==> config.mk <==
export PLATFORM = sky130hd
export DESIGN_NAME = device_status_block
export DESIGN_NICKNAME = d
export VERILOG_FILES = /design/src/logic/strap_sync.v /design/src/logic/strap_capture.v /design/src/logic/device_status_block.v
export VERILOG_INCLUDE_DIRS = /design/src /design/src/shared
export SDC_FILE = /design/constraint.sdc
export NUM_CORES = 1
export LEC_CHECK = 0
export BUFFER_PORTS_ARGS = -buffer_cell sky130_fd_sc_hd__buf_2
export CORE_MARGIN = 2
export CORE_UTILIZATION = 40
export DETAILED_ROUTE_END_ITERATION = 6
export PLACE_DENSITY = 0.66
export SKIP_LAST_GASP = 1
export SYNTH_ARGS = -nofsm -noshare
export SYNTH_HDL_FRONTEND = slang
export SYNTH_SLANG_ARGS = --single-unit
export TNS_END_PERCENT = 10
==> constraint.sdc <==
create_clock -name hclk -period 3.7 [get_ports hclk]
set_input_delay 0.555 -clock hclk [delete_from_list [all_inputs] [get_ports hclk]]
set_output_delay 0.555 -clock hclk [all_outputs]
set_load 0.1 [all_outputs]
==> src/shared/device_status_regs.vh <==
// Register map, field positions and fixed values of the device status block
`ifndef DEVICE_STATUS_REGS_VH
`define DEVICE_STATUS_REGS_VH

// ----------------------------------------
// Offsets
// ----------------------------------------
`define DEVICE_STATUS_ADDR      32'h02a80000
`define DEVICE_STATUS_ADDR_W    32
`define DATA_W                  32

// ----------------------------------------
// Field positions
// ----------------------------------------
`define DS_RSVD_HI_MSB          31
`define DS_RSVD_HI_LSB          23
`define DS_EXT_MEM_PINS_ON      22
`define DS_SDRAM_CTRL_PINS_ON   21
`define DS_PCI_PIN_SELECT       20
`define DS_CONFIG_GP_MSB        19
`define DS_CONFIG_GP_LSB        17
`define DS_RSVD_ONE_HI          16
`define DS_CLOCK_OUT_PIN_SELECT 15
`define DS_SERIAL_PORT1_PINS_ON 14
`define DS_PCI_FAST_CLOCK       13
`define DS_RSVD_ZERO_12         12
`define DS_PCI_EEPROM_AUTOINIT  11
`define DS_MAC_SEL_MSB          10
`define DS_MAC_SEL_LSB          9
`define DS_RSVD_ONE_LO          8
`define DS_RSVD_ZERO_7          7
`define DS_LITTLE_ENDIAN_FLAG   6
`define DS_HOST_PORT_WIDTH      5
`define DS_EXT_MEM_CLOCK_SELECT 4
`define DS_BOOT_SEL_MSB         3
`define DS_BOOT_SEL_LSB         0

// ----------------------------------------
// Strap vector layout and reset values
// ----------------------------------------
`define STRAP_W                 19
`define STRAP_RESET             19'h00040
`define SETTLE_CYCLES           3'h4
`define RSVD_HI_VALUE           9'h000
`define RSVD_ONE_VALUE          1'h1
`define RSVD_ZERO_VALUE         1'h0

// ----------------------------------------
// AHB encodings
// ----------------------------------------
`define HTRANS_NONSEQ_BIT       1
`define HRESP_OKAY              1'h0
`define READ_ZERO               32'h00000000

`endif

==> src/logic/strap_sync.v <==
// Three-stage synchroniser for one strap input
module strap_sync (
  // Clock and reset
  input  wire hclk,
  input  wire hresetn,
  // Pin and result
  input  wire pin_in,
  output wire level_out,
  output wire stable_out
);

  reg s1_reg;
  reg s2_reg;
  reg s3_reg;

  always @(posedge hclk or negedge hresetn) begin
    if (!hresetn) begin
      s1_reg <= 1'b0;
      s2_reg <= 1'b0;
      s3_reg <= 1'b0;
    end else begin
      s1_reg <= pin_in;
      s2_reg <= s1_reg;
      s3_reg <= s2_reg;
    end
  end

  assign level_out  = s2_reg;
  assign stable_out = (s2_reg == s3_reg);

endmodule

==> src/logic/strap_capture.v <==
// Strap capture: follows pins while reset is held, freezes on release
`include "device_status_regs.vh"

module strap_capture #(
  parameter WIDTH = `STRAP_W
) (
  // Clock and resets
  input  wire             hclk,
  input  wire             hresetn,
  input  wire             dev_reset_active,
  // Straps
  input  wire [WIDTH-1:0] strap_pins,
  output wire [WIDTH-1:0] captured
);

  wire [WIDTH-1:0] level;
  wire [WIDTH-1:0] stable;
  reg  [WIDTH-1:0] cap_reg;

  genvar i;
  generate
    for (i = 0; i < WIDTH; i = i + 1) begin : g_sync
      strap_sync u_sync (
        .hclk       (hclk),
        .hresetn    (hresetn),
        .pin_in     (strap_pins[i]),
        .level_out  (level[i]),
        .stable_out (stable[i])
      );
    end
  endgenerate

  // Track only settled pins while reset holds, then freeze
  integer k;
  always @(posedge hclk or negedge hresetn) begin
    if (!hresetn) begin
      cap_reg <= `STRAP_RESET;
    end else if (dev_reset_active) begin
      for (k = 0; k < WIDTH; k = k + 1) begin
        if (stable[k]) begin
          cap_reg[k] <= level[k];
        end
      end
    end
  end

  assign captured = cap_reg;

endmodule

==> src/logic/device_status_block.v <==
// Device status register: reset strap capture behind an AHB-Lite slave
//
// Our own choice: the AHB-Lite slave port.
`include "device_status_regs.vh"

module device_status_block (
  // Clock and reset
  input  wire        hclk,
  input  wire        hresetn,
  // AHB-Lite slave
  input  wire        hsel,
  input  wire [31:0] haddr,
  input  wire [1:0]  htrans,
  input  wire        hwrite,
  input  wire [2:0]  hsize,
  input  wire [31:0] hwdata,
  input  wire        hready,
  output reg  [31:0] hrdata,
  output wire        hreadyout,
  output wire        hresp,
  // Strap pins
  input  wire        ext_mem_pins_on,
  input  wire        sdram_ctrl_pins_on,
  input  wire        pci_pin_select,
  input  wire [2:0]  config_gp_inputs,
  input  wire        clock_out_pin_select,
  input  wire        serial_port1_pins_on,
  input  wire        pci_fast_clock,
  input  wire        pci_eeprom_autoinit,
  input  wire [1:0]  mac_interface_select,
  input  wire        little_endian_flag,
  input  wire        host_port_width,
  input  wire        ext_mem_clock_select,
  input  wire [3:0]  boot_selection
);

  // ----------------------------------------
  // Device reset window
  // ----------------------------------------
  // Stays high from reset until the strap pipeline has settled
  localparam [2:0] SETTLE_CYCLES = `SETTLE_CYCLES;
  reg  [2:0]  settle_reg;
  wire        dev_reset_active;

  always @(posedge hclk or negedge hresetn) begin
    if (!hresetn) begin
      settle_reg <= 3'h0;
    end else if (dev_reset_active) begin
      settle_reg <= settle_reg + 3'h1;
    end
  end

  assign dev_reset_active = (settle_reg != SETTLE_CYCLES);

  // ----------------------------------------
  // Strap capture
  // ----------------------------------------
  wire [`STRAP_W-1:0] strap_pins;
  wire [`STRAP_W-1:0] cap;

  assign strap_pins = {ext_mem_pins_on, sdram_ctrl_pins_on, pci_pin_select, config_gp_inputs,
                       clock_out_pin_select, serial_port1_pins_on, pci_fast_clock,
                       pci_eeprom_autoinit, mac_interface_select, little_endian_flag,
                       host_port_width, ext_mem_clock_select, boot_selection};

  strap_capture #(
    .WIDTH (`STRAP_W)
  ) u_capture (
    .hclk             (hclk),
    .hresetn          (hresetn),
    .dev_reset_active (dev_reset_active),
    .strap_pins       (strap_pins),
    .captured         (cap)
  );

  // ----------------------------------------
  // Register image
  // ----------------------------------------
  wire [31:0] device_status;

  assign device_status[`DS_RSVD_HI_MSB:`DS_RSVD_HI_LSB]   = `RSVD_HI_VALUE;
  assign device_status[`DS_EXT_MEM_PINS_ON]               = cap[18];
  assign device_status[`DS_SDRAM_CTRL_PINS_ON]            = cap[17];
  assign device_status[`DS_PCI_PIN_SELECT]                = cap[16];
  assign device_status[`DS_CONFIG_GP_MSB:`DS_CONFIG_GP_LSB] = cap[15:13];
  assign device_status[`DS_RSVD_ONE_HI]                   = `RSVD_ONE_VALUE;
  assign device_status[`DS_CLOCK_OUT_PIN_SELECT]          = cap[12];
  assign device_status[`DS_SERIAL_PORT1_PINS_ON]          = cap[11];
  assign device_status[`DS_PCI_FAST_CLOCK]                = cap[10];
  assign device_status[`DS_RSVD_ZERO_12]                  = `RSVD_ZERO_VALUE;
  assign device_status[`DS_PCI_EEPROM_AUTOINIT]           = cap[9];
  assign device_status[`DS_MAC_SEL_MSB:`DS_MAC_SEL_LSB]   = cap[8:7];
  assign device_status[`DS_RSVD_ONE_LO]                   = `RSVD_ONE_VALUE;
  assign device_status[`DS_RSVD_ZERO_7]                   = `RSVD_ZERO_VALUE;
  assign device_status[`DS_LITTLE_ENDIAN_FLAG]            = cap[6];
  assign device_status[`DS_HOST_PORT_WIDTH]               = cap[5];
  assign device_status[`DS_EXT_MEM_CLOCK_SELECT]          = cap[4];
  assign device_status[`DS_BOOT_SEL_MSB:`DS_BOOT_SEL_LSB] = cap[3:0];

  // ----------------------------------------
  // AHB-Lite slave
  // ----------------------------------------
  // Zero wait states; writes are ignored everywhere
  wire xfer;
  wire rd_hit;

  assign xfer   = hsel & hready & htrans[`HTRANS_NONSEQ_BIT];
  assign rd_hit = xfer & ~hwrite & (haddr == `DEVICE_STATUS_ADDR);

  always @(posedge hclk or negedge hresetn) begin
    if (!hresetn) begin
      hrdata <= `READ_ZERO;
    end else if (rd_hit) begin
      hrdata <= device_status;
    end else if (xfer) begin
      hrdata <= `READ_ZERO;
    end
  end

  assign hreadyout = 1'b1;
  assign hresp     = `HRESP_OKAY;

endmodule

Yosys cells after proc, flatten, opt, wreduce, memory -nomap -nowiden

Cells that the tools add are included.

Bits in registers: 111

Add/sub/neg operators: 1
Eq/ne operators: 21
Mux-type cells: 2
Bitwise operators: 5
Reductions and logical operators: 20

Operator list:

| operator               | count |
|---|---|
| $mux W32               | 2 |
| $reduce_and A2 Y1      | 19 |
| $eq A32 B26 Y1 const B | 1 |
| $eq A1 B1 Y1           | 19 |
| $and A1 B1 Y1          | 4 |
| $add A3 B1 Y3 const B  | 1 |
| $ne A3 B3 Y1 const B   | 1 |
| $reduce_bool A2 Y1     | 1 |
| $not A1 Y1             | 1 |

Depth between registers and ports, before layout

Gate-level depths: netlist (run 1).

Depth in word-level cells: 5
Gate-level depth with buffers: 6
Mapped depth without buffers: 5

Hierarchy

Synthesis (run 1) repeated with hierarchy kept, for this count alone.

Cells, all modules: 265
Area, all modules: 3,783.6 um^2

Modules (own cells, without submodules):

| module              | instances | cells an instance | area each (um^2) |
|---|---|---|---|
| strap_sync          | 19        | 4                 | 83.8 |
| device_status_block | 1         | 130               | 1,360.1 |
| strap_capture       | 1         | 59                | 830.8 |

Least setup slack after synthesis (run 1)

OpenSTA, ideal clock, no wires.

Path type: register to output
From: reg hrdata[16]
To: out hrdata[16]
Data arrival time: 1.340 ns
Path slack: 1.805 ns
Cell stages (with the launch flop): 2
Cell sequence: dfrtp_1 > buf_4

RTL lines:

| item                   | RTL line                  | source |
|---|---|---|
| from (decl)            | device_status_block.v:18  | `output reg [31:0] hrdata,` |
| from (signal assigned) | device_status_block.v:112 | `` hrdata <= `READ_ZERO; `` |
| from (signal assigned) | device_status_block.v:114 | `hrdata <= device_status;` |
| from (signal assigned) | device_status_block.v:116 | `` hrdata <= `READ_ZERO; `` |

No word-level cell between the ends.

Worst setup path in the final report (run 1)

From: in hready
To: reg hrdata[9]

Word-level cells in the longest chain between the ends: 5

Ends and longest elaborated chain:

| item                                           | RTL line                  | source |
|---|---|---|
| from (decl)                                    | device_status_block.v:17  | `input wire hready,` |
| $and A1 B1 Y1 * (2 in a row)                   | device_status_block.v:107 | `` assign xfer = hsel & hready & htrans[`HTRANS_NONSEQ_BIT]; `` |
| $and A1 B1 Y1 (2 in a row)                     | device_status_block.v:108 | `` assign rd_hit = xfer & ~hwrite & (haddr == `DEVICE_STATUS_ADDR); `` |
| $mux W32 or $reduce_bool A2 Y1 (tied branches) | -                         |  |

Mark *: on every way between the ends. The rest lies on a longest branch, timed or not.
A chain may end at the register's enable or synchronous reset.

==> impl_metrics.json, run 1 <==
{
  "outcome": "complete, no violations",
  "synth_xor_area_frac": 0.00240,
  "ctsLongestPathBuffers": 2,
  "layout_common_cells": "dfrtp_1 (98), buf_2 (76), inv_1 (40)",
  "synth_fa_ha_area_frac": 0.00687,
  "cap_violations": 0,
  "largest_reg_flops": 20,
  "via_count": 2283,
  "fin_skew_ps": 7.73,
  "fp.dieW_um": 99.4,
  "fin_crit_ps": 1960,
  "numPortBuffers": 77,
  "synthSimpleGateAreaFrac": 0.0536,
  "synth_area_leaders": "dfrtp_1 (67%), o41ai_2 (8.5%), o21ai_1 (4.7%), inv_1 (4.1%), buf_4 (2.9%)",
  "dp_slack_ps": 1300,
  "wl_per_cell_um": 14.1,
  "route.detailed.vias_per_inst": 4.80,
  "cts_repair_resize_count": 0,
  "grt_overflow": 0,
  "p_total_uw": 1930,
  "gp_congestion": 0.682,
  "yosys.area.top_type": "dfrtp_1",
  "hpwlAfterDp_um": 4310,
  "tns_ps": 0,
  "yosys_warnings": 0,
  "ys_ff_latch": 99,
  "end_kind": "flop",
  "setup_viol": 0,
  "intPower_uw": 1470,
  "synth_top_family_by_area": "compound AO/OA/AOI/OAI gates",
  "cellPowerDensity_mw_per_mm2": 454,
  "stdcell_count": 476,
  "synth_top_area_share": 0.673,
  "maxSlewViolCount": 0,
  "final-hold-violation-count": 0,
  "start_kind": "input pin",
  "synthMuxAreaShare": 0,
  "ir_drop_v": 0.000162,
  "routed_wl_um": 6700,
  "start_util": 0.416,
  "critPathKind": "in2reg",
  "ys_types": 23,
  "post_cts_buffers": 0,
  "layout-drive-gt1-share": 0.318,
  "worstSkewPairLatency_ps": 350,
  "rows": 34,
  "grt_pass1_wl_um": 11100,
  "slew_headroom": 0.430,
  "drt-pass1-iter-count": 7,
  "power_switching_share": 0.239,
  "path_max_fanout": 21,
  "first_iter_violations": 108,
  "track_usage": 0.146,
  "dieArea_mm2": 0.00989,
  "cts.sinks": 99,
  "syn_inst": 287,
  "ioPinCount": 127,
  "cts_tree": "done",
  "synth.avg_cell_area_um2": 12.7,
  "switching_power_uw": 462,
  "leakage_uw": 0.00224,
  "synth.cell_area_mm2": 0.00364,
  "fmax_ghz": 0.509,
  "antenna_found_initial": 0,
  "rsz0062_at_grt": "no",
  "antenna_cells": 0,
  "ys_seq_area_frac": 0.681,
  "nets": 458,
  "grt_pass1_vias": 2323,
  "power_frac_comb": 0.061,
  "drc": 0,
  "htreeDepth": 3,
  "root_buffer": "clkbuf_8",
  "p_seq_frac": 0.582,
  "detail-route-antenna-nets": 0,
  "synth_compound_area_frac": 0.167,
  "holdWs_ps": 277,
  "worstPathArrival_ps": 2220,
  "regMostFlops": "hrdata",
  "grt_start_max_net_pins": 67,
  "die_h_um": 99.4,
  "final_common_cell": "dfrtp_1",
  "clockPowerShare": 0.357,
  "core_mm2": 0.00876,
  "holdBufCountCts": 0,
  "cts_inserted_buffers": 9,
  "setup_ws_ps": 1740,
  "clk_pin_slew_ps": 90,
  "area_growth_pct": 17.0,
  "hp-class": "in2async",
  "finalCritPeriodShare": 0.531,
  "dp.cells": 460,
  "worstMarginPinSlew_ps": 852,
  "required_ps": 3950
}
[path summary, 6_finish.rpt]
kind,startpoint,to,slack (ps),depth (start not counted)
setup / recovery,hready,hrdata[9],1740,4
hold / removal,hresetn,u_capture.g_sync[16].u_sync.s1_reg,280,1
setup reg to reg,settle_reg[0],u_capture.captured[12],2000,5
hold reg to reg,u_capture.g_sync[16].u_sync.s1_reg,u_capture.g_sync[16].u_sync.level_out,350,0
max in group asynchronous,hresetn,hrdata[1],2510,2
min in group hclk,pci_fast_clock,u_capture.g_sync[10].u_sync.s1_reg,300,1
[area by class of cell]
type | count | area (um2)
tap | 108 | 135
fill | 782 | 4500
clock buffer | 11 | 141
timing repair buffer | 80 | 410
sequential | 99 | 2480
clock inverter | 5 | 61.3
multi-input combinational | 133 | 885
inverter | 40 | 150
[per-layer routing]
layer | vias up | global-route usage | routed length, um
met5 | - | 0 | 0
met4 | 0 | 0.0601 | 114
met3 | 9 | 0.0387 | 446
met2 | 77 | 0.249 | 3330
met1 | 1111 | 0.178 | 2810
li1 | 1086 | - | -
[power groups by stage]
stage	logic, uW	registers, uW	clock network (uW)
after floorplan	77.6	1140	0
after global placement	118	1150	0
after detailed placement	120	1150	0
after CTS	120	1130	718
after global routing	129	1130	759
final	117	1130	690
[cells in the mapped netlist]
master	count
a21oi_1	19
and2_1	1
buf_2	4
buf_4	14
buf_6	2
clkbuf_1	6
conb_1	2
dfrtp_1	98
dfstp_2	1
ha_1	2
inv_1	40
nand2_1	23
nand3_2	1
nand4_1	2
nor2_1	4
nor4_1	3
nor4b_1	4
o21ai_0	5
o21ai_1	34
o31ai_1	1
o41ai_2	19
or4_4	1
xnor2_1	1
[per-stage QoR]
stage | instance area (um2) | util
floorplan | 3680 | -
global placement | 4060 | 0.463
detailed placement | 4060 | 0.463
CTS | 4260 | 0.486
global route | 4260 | 0.486
finish | 4260 | 0.486
[logic make-up (layout without fill, tap and decap cells)]
kind of cell             after synthesis  count (layout)
other                                  2              13
flip-flops                            99              99
XOR/XNOR                               1               1
adder cells (fa/ha/maj)                2               2
AND/OR/NAND/NOR                       39              39
AO/OA/AOI/OAI                         78              78
buffers and inverters                 66             136
[critical path, stage by stage]
cell and delay (ps):
buf_2 90, nand3_2 400, or4_4 790, o41ai_2 380
(Power assumes the default switching activity.)
==> run 2: changes to the inputs <==
--- a/config.mk
+++ b/config.mk
@@ -6,11 +6,12 @@
 export SDC_FILE = /design/constraint.sdc
 export NUM_CORES = 1
 export LEC_CHECK = 0
+export ABC_AREA = 1
 export BUFFER_PORTS_ARGS = -buffer_cell sky130_fd_sc_hd__buf_2
 export CORE_MARGIN = 2
 export CORE_UTILIZATION = 40
 export DETAILED_ROUTE_END_ITERATION = 6
-export PLACE_DENSITY = 0.66
+export PLACE_DENSITY = 0.67
 export SKIP_LAST_GASP = 1
 export SYNTH_ARGS = -nofsm -noshare
 export SYNTH_HDL_FRONTEND = slang
==> constraint.sdc (replaced) <==
create_clock -name hclk -period 1.82 [get_ports hclk]
set_input_delay 0.273 -clock hclk [delete_from_list [all_inputs] [get_ports hclk]]
set_output_delay 0.273 -clock hclk [all_outputs]
set_load 0.1 [all_outputs]
==> impl_metrics.json, run 2 <==
{
  "clk_pin_slew_ps": 90,
  "cts.sinks": 99,
  "synthFlopType": "dfrtp_1",
  "fp.dieW_um": 97.0,
  "fillCellCount": 751,
  "grt_start_max_net_pins": 40,
  "required_ps": 1550,
  "synth_most_common_cell": "dfrtp_1",
  "maxSlewViolCount": 0,
  "wl_per_cell_um": 12.8,
  "final-hold-violation-count": 0,
  "critPathKind": "reg2out",
  "worstPathArrival_ps": 1170,
  "track_usage": 0.141,
  "p_seq_frac": 0.514,
  "fin_skew_ps": 7.51,
  "yosys.area.top_type": "dfrtp_1",
  "synth_top_area_share": 0.709,
  "finalCritPeriodShare": 0.792,
  "numPortBuffers": 77,
  "utilization": 0.514,
  "regArea_mm2": 0.00248,
  "regMostFlops": "hrdata",
  "setup_ws_ps": 379,
  "r2r_start": "settle_reg[0]",
  "end_kind": "output port",
  "multi_input_area_um2": 842,
  "switching_power_uw": 970,
  "rsz0062_at_grt": "no",
  "route.detailed.vias_per_inst": 4.60,
  "leakage_uw": 0.00217,
  "p_total_uw": 4580,
  "tns_ps": 0,
  "area_growth_pct": 23.4,
  "cts_inserted_buffers": 9,
  "ir_drop_v": 0.000455,
  "nets": 464,
  "final_common_cell": "dfrtp_1",
  "hpwlAfterDp_um": 4030,
  "worstHoldStart": "pci_eeprom_autoinit",
  "drc": 0,
  "power_switching_share": 0.212,
  "start_util": 0.417,
  "layout_common_cells": "dfrtp_1 (98), buf_2 (76), nand2_1 (68)",
  "dieArea_mm2": 0.00941,
  "yosys_warnings": 0,
  "post_cts_buffers": 0,
  "fin_crit_ps": 1440,
  "antenna_found_initial": 0,
  "synth_edf_count": 0,
  "gp_congestion": 0.729,
  "crit_start": "hrdata[3]",
  "first_iter_violations": 153,
  "grt_pass1_wl_um": 10700,
  "core_mm2": 0.00830,
  "ioPinCount": 127,
  "ys_types": 22,
  "cp_slowest_cell": "buf_2",
  "power_frac_comb": 0.061,
  "dp.cells": 459,
  "detail-route-antenna-nets": 0,
  "synth_area_leaders": "dfrtp_1 (71%), nand2_1 (7.4%), o211ai_1 (4.1%), buf_4 (3.3%), o21ai_0 (2.9%)",
  "layout-drive-gt1-share": 0.302,
  "ys_seq_area_frac": 0.716,
  "antenna_cells": 0,
  "synth_common_cells": "dfrtp_1 (98), nand2_1 (68), o21ai_0 (20), o211ai_1 (19), nor2_1 (17)",
  "worstSkewPairLatency_ps": 350,
  "root_buffer": "clkbuf_8",
  "rows": 33,
  "ys_ff_latch": 99,
  "grt_pass1_vias": 2296,
  "dp_slack_ps": 351,
  "synth.avg_cell_area_um2": 12.2,
  "start_kind": "flop",
  "syn_inst": 283,
  "clockPowerShare": 0.425,
  "worstPathCellList": "buf_2",
  "ctsLongestPathBuffers": 2,
  "grt_overflow": 0,
  "synth.cell_area_mm2": 0.00346,
  "intPower_uw": 3610,
  "hp-class": "in2reg",
  "cpLargestDelayFamily": "buffers and inverters",
  "cellPowerDensity_mw_per_mm2": 1070,
  "routed_wl_um": 6130,
  "path_max_fanout": 2,
  "drt-pass1-iter-count": 4,
  "fmax_ghz": 0.694,
  "die_h_um": 97.0,
  "r2r_slack_ps": 390,
  "slew_headroom": 0.617,
  "cts_tree": "done",
  "cap_violations": 0,
  "async_flop_share": 1.00,
  "worstMarginPinSlew_ps": 574,
  "htreeDepth": 3,
  "critPathMaxStageDelay_ps": 440,
  "via_count": 2203,
  "outcome": "complete, no violations",
  "setup_viol": 0,
  "stdcell_count": 479,
  "crit_buf_inv": 1,
  "largest_reg_flops": 20
}
-- run 2: path summary, 6_finish.rpt --
path | end | depth (start not counted)
worst max register to register | u_capture.captured[7] | 6
worst min-delay path | u_capture.g_sync[9].u_sync.s1_reg | 1
worst min register to register | u_capture.g_sync[16].u_sync.level_out | 0
max in group asynchronous | hrdata[15] | 3
min in group asynchronous | u_capture.g_sync[15].u_sync.level_out | 2
worst max-delay path | hrdata[3] | 1
-- run 2: power by group through the flow --
stage               registers [uW]  clock network [uW]  logic (uW)
floorplan                     2380                   0         179
global placement              2390                   0         271
detailed placement            2400                   0         277
CTS                           2350                1990         279
global route                  2370                2090         309
finish                        2350                1950         279
-- run 2: what timing repair did --
item,CTS,global route
endpoints found under the hold margin,27,3
hold buffers,1,3
resized for setup,0,0
-- run 2: layout make-up --
cell class / count / area share
timing repair buffer: 87 / 0.117
multi-input combinational: 166 / 0.197
sequential: 99 / 0.581
clock buffer: 10 / 0.0322
clock inverter: 6 / 0.0372
tap: 105 / 0.0308
inverter: 6 / 0.00528
-- run 2: cells by family after synthesis --
logic type | share of synthesized area
buf+inv | 0.0531
compound gates | 0.0701
fa+ha+maj | 0.00723
other cells | 0.00217
xor+xnor | 0.00506
simple gates | 0.146
flops | 0.716
-- run 2: layer usage --
metal,share of wire,wire (um),global-route usage
met1,0.42,2600,0.173
met2,0.50,3080,0.237
met3,0.063,386,0.0376
met4,0.011,67,0.0585
met5,0,0,0
-- run 2: metrics by stage --
| stage | hold WS (ps) | area (um2) |
|---|---|---|
| 3_5_place_dp | 232 | 3930 |
| 5_1_grt | 0.110 | 4270 |
| 3_3_place_gp | 229 | 3930 |
| 4_1_cts | 0.374 | 4240 |
| 2_1_floorplan | -22.6 | 3500 |
| 6_report | 17.9 | 4270 |
-- run 2: worst register-to-register path, stage by stage, from the launching register on --
cell,delay (ps)
dfrtp_1,410
inv_1,70
ha_1,160
nand2_2,50
inv_1,420
o21ai_0,170
nand2_1,90
==> run 3: changes to the inputs <==
--- a/config.mk
+++ b/config.mk
@@ -11,7 +11,7 @@
 export CORE_MARGIN = 2
 export CORE_UTILIZATION = 40
 export DETAILED_ROUTE_END_ITERATION = 6
-export PLACE_DENSITY = 0.67
+export PLACE_DENSITY = 0.69
 export SKIP_LAST_GASP = 1
 export SYNTH_ARGS = -nofsm -noshare
 export SYNTH_HDL_FRONTEND = slang
==> constraint.sdc (replaced) <==
create_clock -name hclk -period 1.3 [get_ports hclk]
set_input_delay 0.195 -clock hclk [delete_from_list [all_inputs] [get_ports hclk]]
set_output_delay 0.195 -clock hclk [all_outputs]
set_load 0.1 [all_outputs]
==> impl_metrics.json, run 3 (same netlist as run 2, synthesis figures left out) <==
{
  "worstPathArrival_ps": 1130,
  "dieArea_mm2": 0.00941,
  "cp_num_cells": 1,
  "routed_wl_um": 6490,
  "critPathMaxStageDelay_ps": 430,
  "rows": 33,
  "ioPinCount": 127,
  "fmax_ghz": 0.753,
  "wl_per_cell_um": 12.9,
  "antenna_found_initial": 0,
  "largest_reg_flops": 20,
  "required_ps": 1110,
  "clk_pin_slew_ps": 90,
  "route.detailed.vias_per_inst": 4.64,
  "die_h_um": 97.0,
  "finalCritPeriodShare": 1.02,
  "holdWs_ps": 306,
  "cts.sinks": 99,
  "leakage_uw": 0.00227,
  "start_kind": "flop",
  "maxSlewViolCount": 0,
  "via_count": 2329,
  "worstRegToRegCells": 7,
  "grt_overflow": 0,
  "dp.cells": 462,
  "fillCellCount": 702,
  "worstPathCellList": "buf_2",
  "path_max_fanout": 2,
  "start_util": 0.417,
  "hp-class": "in2async",
  "cts_inserted_buffers": 9,
  "ir_drop_v": 0.000655,
  "gp_congestion": 0.742,
  "outcome": "complete, but fails checks",
  "violations": "negative setup slack",
  "cts_tree": "done",
  "cap_violations": 0,
  "hpwlAfterDp_um": 4210,
  "core_mm2": 0.00830,
  "critPathKind": "reg2out",
  "grt_start_max_net_pins": 29,
  "area_growth_pct": 33.6,
  "grt_pass1_vias": 2458,
  "track_usage": 0.151,
  "layout_common_cells": "dfrtp_1 (97), nand2_1 (68), buf_2 (64)",
  "final-hold-violation-count": 0,
  "antenna_cells": 0,
  "cp_slowest_cell": "buf_2",
  "worstSkewPairLatency_ps": 350,
  "rsz0062_at_grt": "yes",
  "grt_pass1_wl_um": 11300,
  "crit_buf_inv": 1,
  "fin_skew_ps": 7.05,
  "setup_viol": 13,
  "setup_ws_ps": -28.6,
  "regMostFlops": "hrdata",
  "root_buffer": "clkbuf_8",
  "detail-route-antenna-nets": 0,
  "numPortBuffers": 77,
  "fin_crit_ps": 1330,
  "ctsLongestPathBuffers": 2,
  "nets": 487,
  "cellPowerDensity_mw_per_mm2": 1260,
  "tns_ps": -216,
  "stdcell_count": 502,
  "fp.dieW_um": 97.0,
  "layout-drive-gt1-share": 0.315,
  "cpLargestDelayFamily": "buffers and inverters",
  "drc": 0,
  "drt-pass1-iter-count": 4,
  "end_kind": "output port",
  "final_common_cell": "dfrtp_1",
  "first_iter_violations": 144,
  "htreeDepth": 3
}
## run 3: changes by cell type in the layout (fill, tap and decap cells not counted), moves of 3 or more
| cell | before | now |
|---|---|---|
| bufinv_16 | 5 | 2 |
| buf_2 | 76 | 64 |
| buf_12 | 2 | 13 |
| o21ai_0 | 20 | 9 |
| o21ai_1 | 0 | 8 |
| dlygate4sd3_1 | 4 | 20 |
| o21ai_2 | 0 | 3 |
| clkbuf_4 | 0 | 4 |
## run 3: power breakdown
group,total (uW),internal [uW],switching [uW]
Combinational,440,150,290
Sequential,3300,3220,83.0
Clock,2100,1100,1000
## run 3: path summary, 6_finish.rpt
kind	endpoint	from	slack, ps
min in group hclk	u_capture.g_sync[3].u_sync.level_out	u_capture.g_sync[3].u_sync.s1_reg	350
hold / removal	u_capture.g_sync[16].u_sync.s1_reg	hresetn	310
setup / recovery	hrdata[4]	hrdata[4]	-30
hold reg to reg	u_capture.g_sync[3].u_sync.level_out	u_capture.g_sync[3].u_sync.s1_reg	350
max in group asynchronous	u_capture.captured[9]	hresetn	450
setup reg to reg	u_capture.captured[4]	settle_reg[1]	-30
## run 3: timing repair
item	CTS	global route
hold endpoints to repair	42	0
gates resized for setup	4	21
hold buffers	20	0
gates cloned	0	1
setup buffers	2	1
setup endpoints to repair	33	34
## run 3: metal layers
metal | up-vias | share of wire | GRT usage
met2 | 74 | 0.51 | 0.261
met4 | 0 | 0.015 | 0.0704
met5 | - | 0 | 0
met3 | 8 | 0.058 | 0.0361
li1 | 1122 | - | -
met1 | 1125 | 0.41 | 0.177
## run 3: cell type report
class,count,area [um2],share of cell area
flip-flops and latches,99,2480,0.536
repair buffers,110,900,0.195
multi-input cells,166,871,0.188
clock buffers,11,131,0.0284
well taps,105,131,0.0284
clock inverters,5,85.1,0.0184
inverters,6,26.3,0.00568
## run 3: metrics by stage
stage	utilization	cell area, um2	setup slack, ps	power (uW)
after floorplan	-	3500	31.9	3580
after global placement	0.494	4100	-51.9	3730
after detailed placement	0.494	4100	-156	3760
after CTS	0.548	4550	-72.2	5900
after global routing	0.557	4620	-101	6130
final	0.557	4620	-28.6	5840
